`src/common/dsps_pkg.sv`:
```
package dsps_pkg;
    // phase codes, in running order
    typedef enum logic [1:0] {
        DSPS_PH_ZERO  = 2'b00,  // auto-zero
        DSPS_PH_SIG   = 2'b01,  // signal integrate
        DSPS_PH_REF_A = 2'b10,  // first reference integrate
        DSPS_PH_REF_B = 2'b11   // second reference integrate
    } dsps_phase_t;

    // counts
    localparam int DSPS_PHASES        = 4;      // phases per cycle
    localparam int DSPS_PHASE_LEN_DEF = 10000;  // clocks per phase
    localparam int DSPS_SW_NUM        = 6;      // analog switches

    // switch bit positions in the switch bus (switch n at bit n-1)
    localparam int DSPS_SW1 = 0;
    localparam int DSPS_SW2 = 1;
    localparam int DSPS_SW3 = 2;
    localparam int DSPS_SW4 = 3;
    localparam int DSPS_SW5 = 4;
    localparam int DSPS_SW6 = 5;

    // values after reset
    localparam logic [5:0] DSPS_SW_RST  = 6'h00;  // all switches open
    localparam logic       DSPS_POL_RST = 1'b1;   // positive polarity
endpackage : dsps_pkg

```
`src/core/dsps_phase_timer.sv`:
```
`timescale 1ns/10ps
// free-running clock counter that wraps at the phase length
module dsps_phase_timer #(
    parameter int PHASE_LEN = dsps_pkg::DSPS_PHASE_LEN_DEF,
    parameter int CNT_W     = $clog2(PHASE_LEN)
) (
    input  wire logic             i_ref_clk,  // converter clock
    input  wire logic             i_resetn,   // sync reset, active low
    output logic [CNT_W-1:0]      o_count,    // clocks into phase
    output logic                  o_wrap      // last clock of a phase
);
    import dsps_pkg::*;

    // a one-clock phase would leave no counter to wrap
    if (PHASE_LEN < 2 || (1 << CNT_W) < PHASE_LEN) begin : g_bad_len
        $error("dsps_phase_timer: bad phase length or width");
    end

    // last count of a phase, sized to the counter
    localparam logic [CNT_W-1:0] LAST = CNT_W'(PHASE_LEN - 1);

    logic [CNT_W-1:0] cnt_ff;     // current count
    logic [CNT_W-1:0] nxt_cnt;    // next count

    // never held: every phase, the signal phase above all, is exact
    always_comb begin
        if (cnt_ff == LAST) begin
            nxt_cnt = '0;
        end else begin
            nxt_cnt = cnt_ff + CNT_W'(1);
        end
    end

    // count register
    always_ff @(posedge i_ref_clk) begin
        if (!i_resetn) begin
            cnt_ff <= '0;
        end else begin
            cnt_ff <= nxt_cnt;
        end
    end

    assign o_count = cnt_ff;
    assign o_wrap  = (cnt_ff == LAST);
endmodule : dsps_phase_timer

```
`src/core/dsps_sequencer.sv`:
```
`timescale 1ns/10ps
// Functional notes
// - four equal phases: zero, signal, two reference
// - auto-zero closes switches one, two, three
// - signal phase opens 1-3, closes switch four
// - latch ramp sign at signal phase end
// - reference phases pick switch from polarity
// - positive polarity closes six, opens five
// - negative polarity closes five, opens six
// - result counts reference clocks until zero
// - reference window twice the signal length
// - zero crossing registered; it or window end stops count
// - result counter held first clock phase three
// - overload reads zero, via phase-one hold
// - no counting hold in signal phase
module dsps_sequencer #(
    parameter int PHASE_LEN = dsps_pkg::DSPS_PHASE_LEN_DEF,
    parameter int CNT_W     = $clog2(PHASE_LEN),
    parameter int RES_W     = CNT_W + 1
) (
    input  wire logic                    i_ref_clk,     // converter clock
    input  wire logic                    i_resetn,      // sync, active low
    input  wire logic                    i_comp,        // comparator, 1=above
    output logic [dsps_pkg::DSPS_SW_NUM-1:0] o_sw,      // switch n at bit n-1
    output dsps_pkg::dsps_phase_t        o_phase,       // current phase
    output logic                         o_polarity,    // 1 = positive input
    output logic [RES_W-1:0]             o_result,      // last reading
    output logic                         o_result_vld,  // one-cycle pulse
    output logic                         o_overrange    // last cycle overloaded
);
    import dsps_pkg::*;

    // refuse sizes the counters cannot hold, at elaboration
    if (PHASE_LEN < 2 || (1 << CNT_W) < PHASE_LEN ||
        (1 << RES_W) < 2 * PHASE_LEN) begin : g_bad_size
        $error("dsps_sequencer: bad phase length or widths");
    end

    // whole block state
    typedef struct packed {
        dsps_phase_t               phase;     // running phase
        logic                      comp;      // registered comparator
        logic                      pol;       // polarity flip-flop
        logic                      counting;  // result count running
        logic                      hold;      // one-clock count hold
        logic [RES_W-1:0]          cnt;       // result counter
        logic [RES_W-1:0]          result;    // latched reading
        logic                      vld;       // result pulse
        logic                      over;      // overload flag
        logic [DSPS_SW_NUM-1:0]    sw;        // switch drive
    } dsps_state_t;

    dsps_state_t st_ff;                // registered state
    dsps_state_t nxt_st;               // next state
    logic        wrap;                 // last clock of phase
    logic        crossed;              // registered zero crossing
    logic        ref_ph;               // next phase is reference

    // phase timing comes from the free counter
    dsps_phase_timer #(
        .PHASE_LEN (PHASE_LEN),
        .CNT_W     (CNT_W)
    ) u_timer (
        .i_ref_clk (i_ref_clk),
        .i_resetn  (i_resetn),
        .o_count   (),
        .o_wrap    (wrap)
    );

    // crossing seen only through the sampled comparator, so clock
    // feedthrough on the ramp between samples cannot stop the count
    assign crossed = (st_ff.comp != st_ff.pol);

    // next state
    always_comb begin
        nxt_st     = st_ff;
        nxt_st.vld = 1'b0;
        ref_ph     = 1'b0;
        // comparator sampled once per clock
        nxt_st.comp = i_comp;

        // phase sequence, equal lengths, advance on wrap
        if (wrap) begin
            case (st_ff.phase)
                DSPS_PH_ZERO:  nxt_st.phase = DSPS_PH_SIG;
                DSPS_PH_SIG:   nxt_st.phase = DSPS_PH_REF_A;
                DSPS_PH_REF_A: nxt_st.phase = DSPS_PH_REF_B;
                DSPS_PH_REF_B: nxt_st.phase = DSPS_PH_ZERO;
                default:       nxt_st.phase = DSPS_PH_ZERO;
            endcase
        end

        // sign of the ramp caught as the signal phase closes
        if (wrap && st_ff.phase == DSPS_PH_SIG) begin
            nxt_st.pol = st_ff.comp;
        end

        // result counter
        case (st_ff.phase)
            DSPS_PH_SIG: begin
                // armed for the reference window; no hold here
                if (wrap) begin
                    nxt_st.counting = 1'b1;
                    nxt_st.hold     = 1'b1;
                    nxt_st.cnt      = '0;
                end
            end
            DSPS_PH_REF_A,
            DSPS_PH_REF_B: begin
                if (st_ff.hold) begin
                    // first clock of phase three counts nothing,
                    // paying back the comparator flip-flop delay
                    nxt_st.hold = 1'b0;
                end else if (st_ff.counting && crossed) begin
                    // integrator back at zero: reading done
                    nxt_st.counting = 1'b0;
                    nxt_st.result   = st_ff.cnt;
                    nxt_st.over     = 1'b0;
                    nxt_st.vld      = 1'b1;
                end else if (st_ff.counting) begin
                    nxt_st.cnt = st_ff.cnt + RES_W'(1);
                end
                // window spans both reference phases only
                if (wrap && st_ff.phase == DSPS_PH_REF_B &&
                    st_ff.counting && !crossed) begin
                    // no crossing yet: decided in the phase-one hold
                    nxt_st.counting = 1'b0;
                    nxt_st.hold     = 1'b1;
                end
            end
            DSPS_PH_ZERO: begin
                if (st_ff.hold) begin
                    nxt_st.hold = 1'b0;
                    nxt_st.vld  = 1'b1;
                    if (crossed) begin
                        // ramp crossed on the last window clock; the
                        // flip-flop only shows it now, reading is valid
                        nxt_st.result = st_ff.cnt;
                        nxt_st.over   = 1'b0;
                    end else begin
                        // overload hold reads zero, not one
                        nxt_st.result = '0;
                        nxt_st.over   = 1'b1;
                    end
                end
            end
            default: begin
                nxt_st.counting = 1'b0;
            end
        endcase

        // switch decode from the phase about to run
        nxt_st.sw = '0;
        case (nxt_st.phase)
            DSPS_PH_ZERO: begin
                nxt_st.sw[DSPS_SW1] = 1'b1;
                nxt_st.sw[DSPS_SW2] = 1'b1;
                nxt_st.sw[DSPS_SW3] = 1'b1;
            end
            DSPS_PH_SIG: begin
                nxt_st.sw[DSPS_SW4] = 1'b1;
            end
            DSPS_PH_REF_A,
            DSPS_PH_REF_B: begin
                ref_ph = 1'b1;
            end
            default: begin
                ref_ph = 1'b0;
            end
        endcase
        // reference switch follows the polarity flip-flop
        if (ref_ph) begin
            if (nxt_st.pol) begin
                nxt_st.sw[DSPS_SW6] = 1'b1;
            end else begin
                nxt_st.sw[DSPS_SW5] = 1'b1;
            end
        end
    end

    // state register
    always_ff @(posedge i_ref_clk) begin
        if (!i_resetn) begin
            st_ff.phase    <= DSPS_PH_ZERO;
            st_ff.comp     <= 1'b0;
            st_ff.pol      <= DSPS_POL_RST;
            st_ff.counting <= 1'b0;
            st_ff.hold     <= 1'b0;
            st_ff.cnt      <= '0;
            st_ff.result   <= '0;
            st_ff.vld      <= 1'b0;
            st_ff.over     <= 1'b0;
            st_ff.sw       <= DSPS_SW_RST;
        end else begin
            st_ff <= nxt_st;
        end
    end

    // outputs straight from flip-flops
    assign o_sw         = st_ff.sw;
    assign o_phase      = st_ff.phase;
    assign o_polarity   = st_ff.pol;
    assign o_result     = st_ff.result;
    assign o_result_vld = st_ff.vld;
    assign o_overrange  = st_ff.over;
endmodule : dsps_sequencer

```
`config.mk`:
```
export PLATFORM = sky130hd
export DESIGN_NAME = dsps_sequencer
export DESIGN_NICKNAME = d
export VERILOG_FILES = /design/src/common/dsps_pkg.sv /design/src/core/dsps_phase_timer.sv /design/src/core/dsps_sequencer.sv
export SDC_FILE = /design/constraint.sdc
export NUM_CORES = 1
export LEC_CHECK = 0
export ABC_CLOCK_PERIOD_IN_PS = 4640
export BUFFER_PORTS_ARGS = -buffer_cell sky130_fd_sc_hd__clkbuf_2
export CAP_MARGIN = 30
export CORE_MARGIN = 5
export CORE_UTILIZATION = 57
export CTS_BUF_LIST = sky130_fd_sc_hd__clkbuf_4 sky130_fd_sc_hd__clkbuf_8
export DETAILED_ROUTE_END_ITERATION = 7
export GPL_TIMING_DRIVEN = 0
export PLACE_DENSITY_LB_ADDON = 0.12
export SLEW_MARGIN = 40
export SYNTH_ARGS = -nofsm -noshare
export SYNTH_HDL_FRONTEND = slang
export SYNTH_SLANG_ARGS = --single-unit
```
`constraint.sdc`:
```
create_clock -name i_ref_clk -period 4.64 [get_ports i_ref_clk]
set_clock_uncertainty 0.1 [all_clocks]
set_input_delay 0.232 -clock i_ref_clk [delete_from_list [all_inputs] [get_ports i_ref_clk]]
set_output_delay 0.232 -clock i_ref_clk [all_outputs]
set_load 0.01 [all_outputs]
```
==> metrics.yaml, run 1 <==
synthesis:
  yosysWarnings: 0
  ys.flop_type: "dfxtp_1"
  synth_nets: 307
  synth_area_um2: 2700
  syn_inst: 297
  synth_edf_count: 0
  seq_area_frac_synth_pct: 41.6
  yosysUniqueCellTypes: 48
  avgSynthCellArea_um2: 9.08
  ys_ff_latch: 56
  async_flop_share_pct: 0
clock_tree:
  cts_resized: 0
  clk_latency_ns: 0.31
  cts_tree: "built"
  cts_sinks: 56
  cts_setup_buffers: 0
  clkTransAtPathRegs_ns: 0.09
  clockBufferDepth: 2
  clockRootBuffer: "clkbuf_8"
  h-tree-depth: 2
  numCtsBuffers: 5
  cts_hold_buf: 0
sta:
  fin_setup_tns_ns: 0
  relSlewSlack_pct: 51.0
  rsz0062_at_grt: "no"
  finalCritPeriodShare_pct: 55.2
  worst_slew_pin_slew_ns: 0.732
  max_freq_mhz: 390
  fin_crit_ns: 2.56
  final-setup-viol-count: 0
  hold_viol: 0
  setup_ws_ns: 2.08
  drv_slew: 0
final_layout:
  drive_gt1_share_pct: 23.7
  mostFrequentLayoutCell: "dfxtp_1"
  area_growth_pct: 11.3
  mostFrequentLayoutCells: "dfxtp_1, clkbuf_2, nor2_1"
  n_fill_cell: 396
  ff_latch_area_um2: 1120
  final_util_pct: 64.4
  nets: 342
  multiInputGateArea_um2: 1280
  final_cell_area_um2: 3000
  diodes: 0
setup_path:
  critPathMaxStageDelay_ns: 0.49
  r2r_end: "o_result[0]$_SDFFE_PN0P_"
  crit_path_start_kind: "register"
  reg2reg_from: "o_phase[0]$_SDFF_PN0_"
  cpMaxStageDelayCell: "dfxtp_1"
  reg2regPathDepth: 9
  r2r_slack_ns: 2.08
  crit_path_max_fanout: 10
  cp_cell_sequence: "inv_1, ha_1, o21bai_2, nor3_2, a32oi_1, and2_0, clkbuf_1, buf_4, a22o_1"
  critPathKind: "register to register"
  cp_data_required_time_ns: 4.80
  cp.arrival_ns: 2.72
  setup.worst_path.end_class: "register"
place:
  post-place-ws_ns: 2.10
  dp_hpwl_mm: 3.70
  portBuffers: 28
  placed_area_um2: 2900
  gp_congestion: 0.803
power:
  combPwrFrac_pct: 2.9
  leakage_nw: 1.20
  power_density_nw_per_um2: 263
  p_switching_uw: 164
  ir_worst_vdd_mv: 0.173
  p_total_uw: 790
  clkPwrFrac_pct: 35.6
  seq_power_share_pct: 61.5
  internal_power_uw: 626
  swShare_pct: 20.8
die:
  ios: 29
  coreArea_um2: 4660
  die_w_um: 78.8
  initial_core_util_pct: 57.9
  dieArea_um2: 6210
  rows: 25
  die_h_um: 78.8
min_path:
  hp-start: "i_comp"
  hold_path_class: "primary input to register"
  worstHoldEndpoint: "st_ff[41]$_SDFF_PN0_"
  holdPathStages: 2
grt:
  grt.overflow.total: 0
  grt_max_degree: 16
  grt_antenna_before_repair: 0
  grtUsageTotal_pct: 18.2
  grt_pass1_vias: 2074
  grt_pass1_wl_mm: 9.18
route:
  first_pass_iters: 4
  viasPerCell: 5.50
  wire_per_inst_um: 13.1
  drt_iter0_markers: 105
  drc: 0
  ant_nets: 0
  drt_wl_total_mm: 5.08
  num_vias: 2130
job:
  drv_cap: 0
status:
  status: "complete, no violations"
## power by group through the flow
stage	combinational, mW	clock (mW)	sequential, mW
after global routing	0.0261	0.314	0.487
after global placement	0.0228	0	0.497
after detailed placement	0.0235	0	0.497
final	0.0230	0.281	0.486
after floorplan	0.0155	0	0.497
after CTS	0.0234	0.291	0.486
## synthesized netlist by cell type (all sizes together), types with 9 or more instances
library cell	number	area, µm²
dfxtp	56	1120
buf	31	231
nor2	26	97.6
nand2	24	90.1
a22o	14	123
nand3	12	60.1
o21ai	11	55.1
a21oi	10	53.8
nor3	10	65.1
inv	9	33.8
## cell families after synthesis
| logic type | share of synthesized area [%] |
|---|---|
| adders and majority gates | 3.25 |
| buffers and inverters | 10.8 |
| AOI/OAI and AO/OA | 15.7 |
| xor gates and xnor gates | 4.55 |
| and+or+nand+nor | 22.6 |
| muxes | 1.48 |
| DFF | 41.6 |
## state kept, by name (all words and copies together) (netlist names)
name / flops
st_ff: 18
o_polarity: 1
o_result_vld: 1
o_phase: 2
o_result: 15
o_sw: 4
u_timer.o_count: 14
o_overrange: 1
## final cells by class
class	instances	share of cell area [%]
Timing Repair Buffer	28	4.67
Inverter	9	1.13
Clock buffer	8	3.25
Multi-Input combinational cell	194	42.8
Buffer	38	8.59
Tap cell	54	2.25
Sequential cell	56	37.3
## per-layer routing
metal | track usage (%) | wire (µm)
met1 | 22.5 | 2290
met2 | 30.7 | 2500
met3 | 3.74 | 231
met4 | 7.52 | 58
met5 | 0 | 0
## worst max-delay path: cells and delay by family, from the launching register on
kind                       cells  cell delay (ns)
and+or+nand+nor                2             0.31
adders and majority gates      1             0.27
AOI/OAI and AO/OA              3             0.84
DFF                            1             0.49
buffers and inverters          3             0.52
## per-stage QoR
| stage | hold WS (ns) | instances |
|---|---|---|
| floorplan | 0.259 | 297 |
| global placement | 0.343 | 379 |
| detailed placement | 0.348 | 379 |
| CTS | 0.0194 | 387 |
| global route | 0.0284 | 387 |
| finish | 0.0237 | 387 |
## how the worst max path moves through the flow
stage               depth (start not counted)                  start  slack [ns]                        to
finish                                      9  o_phase[0]$_SDFF_PN0_        2.08  o_result[0]$_SDFFE_PN0P_
global route                                9  o_phase[0]$_SDFF_PN0_        1.90  o_result[0]$_SDFFE_PN0P_
CTS                                         9  o_phase[0]$_SDFF_PN0_        2.08  o_result[0]$_SDFFE_PN0P_
detailed placement                          9  o_phase[0]$_SDFF_PN0_        2.10  o_result[0]$_SDFFE_PN0P_
global placement                            9  o_phase[0]$_SDFF_PN0_        2.12  o_result[0]$_SDFFE_PN0P_
floorplan                                   9  o_phase[0]$_SDFF_PN0_        2.54  o_result[4]$_SDFFE_PN0P_
Note: power is estimated with default switching activity, not from simulation.
==> inputs of run 2 (changes only) <==
Settings changed: ABC_CLOCK_PERIOD_IN_PS 4640 to 2400.
Clock period 4.64 ns to 2.4 ns, I/O delays scaled along.
==> metrics.yaml, run 2 (synthesis gave the netlist of run 1 again) <==
sta:
  relSlewSlack_pct: 53.4
  final-setup-viol-count: 0
  hold_viol: 0
  fin_setup_tns_ns: 0
  finalCritPeriodShare_pct: 93.2
  max_freq_mhz: 447
  fin_crit_ns: 2.24
  drv_slew: 0
  worst_slew_pin_slew_ns: 0.696
  setup_ws_ns: 0.163
  rsz0062_at_grt: "no"
  whs_ns: 0.123
final_layout:
  area_growth_pct: 12.7
  final_util_pct: 65.2
  largest_reg_flops: 18
  mostFrequentLayoutCell: "dfxtp_1"
  nets: 343
  multiInputGateArea_um2: 1300
  drive_gt1_share_pct: 25.1
  final-instance-count-excl-fill: 388
  largest-register: "st_ff"
  n_fill_cell: 388
  final_cell_area_um2: 3040
  mostFrequentLayoutCells: "dfxtp_1, clkbuf_2, nor2_1"
  diodes: 0
  ff_latch_area_um2: 1120
route:
  viasPerCell: 5.47
  num_vias: 2123
  drt_iter0_markers: 96
  ant_nets: 0
  drc: 0
  wire_per_inst_um: 13.4
  drt_wl_total_mm: 5.18
  first_pass_iters: 4
grt:
  grtUsageTotal_pct: 18.5
  grt_pass1_vias: 2082
  grt_max_degree: 16
  grt.overflow.total: 0
  grt_pass1_wl_mm: 9.32
  grt_antenna_before_repair: 0
setup_path:
  crit_path_max_fanout: 10
  r2r_slack_ns: 0.16
  crit_path_start_kind: "register"
  reg2reg_from: "o_phase[0]$_SDFF_PN0_"
  cp_data_required_time_ns: 2.50
  cp.arrival_ns: 2.33
  critPathKind: "register to register"
  worstSetupStartpoint: "o_phase[0]$_SDFF_PN0_"
  r2r_end: "st_ff[36]$_SDFFE_PN0P_"
  reg2regPathDepth: 9
  cp-endpoint: "st_ff[36]$_SDFFE_PN0P_"
  setup.worst_path.end_class: "register"
place:
  post-place-ws_ns: -0.142
  gp_congestion: 0.803
  portBuffers: 28
  dp_cells: 379
  placed_area_um2: 2900
  dp_hpwl_mm: 3.70
power:
  ir_worst_vdd_mv: 0.334
  power_density_nw_per_um2: 505
  leakage_nw: 1.21
  p_total_mw: 1.53
clock_tree:
  h-tree-depth: 2
  cts_tree: "built"
  clockBufferDepth: 2
  clockRootBuffer: "clkbuf_8"
  clkTransAtPathRegs_ns: 0.10
  numCtsBuffers: 5
  cts_sinks: 56
  clk_latency_ns: 0.31
die:
  coreArea_um2: 4660
  die_w_um: 78.8
  die_h_um: 78.8
  rows: 25
  initial_core_util_pct: 57.9
  ios: 29
  dieArea_um2: 6210
job:
  drv_cap: 0
status:
  status: "complete, no violations"
min_path:
  hold_path_class: "primary input to register"
run 2: layout make-up:
type / instances / area share, %
clock buffer: 8 / 3.21
timing repair buffer: 30 / 5.19
inverter: 9 / 1.11
multi-input combinational: 194 / 42.9
sequential: 56 / 37.0
buffer: 37 / 8.36
tap: 54 / 2.22
run 2: where the power goes:
group | internal [mW] | switching [mW]
registers | 0.934 | 0.00538
clock network | 0.259 | 0.289
logic | 0.0182 | 0.0280
run 2: how the worst min path moves through the flow:
stage                     startpoint                      to  slack (ns)  cells past startpoint
after detailed placement      i_comp    st_ff[41]$_SDFF_PN0_        0.24                      2
final                       i_resetn  st_ff[37]$_SDFFE_PN0P_        0.12                      3
after global placement        i_comp    st_ff[41]$_SDFF_PN0_        0.23                      2
after floorplan               i_comp    st_ff[41]$_SDFF_PN0_        0.15                      1
after CTS                   i_resetn  st_ff[37]$_SDFFE_PN0P_        0.11                      3
after global routing        i_resetn   o_phase[1]$_SDFF_PN0_        0.12                      2
run 2: critical path, stage by stage, from the launching register on:
cell	delay, ns
dfxtp_2	0.42
inv_1	0.08
ha_1	0.27
nor2_1	0.32
a31oi_1	0.09
or3_1	0.34
buf_6	0.14
buf_8	0.13
a21oi_1	0.12
o22ai_1	0.10
run 2: repair_timing:
action / 4_1_cts / 5_1_grt
hold endpoints to repair: 1 / 0
gates resized for setup: 3 / 2
buffers inserted: 0 / 1
endpoints found under the setup margin: 10 / 21
pin swaps: 0 / 3
hold buffers: 1 / 0
run 2: metal layers:
layer | vias to the layer above | GRT usage [%] | share of wire (%)
met5 | - | 0 | 0
met4 | 0 | 7.69 | 1.6
met3 | 8 | 3.74 | 4.5
met2 | 42 | 31.0 | 49
met1 | 986 | 23.1 | 45
li1 | 1087 | - | -
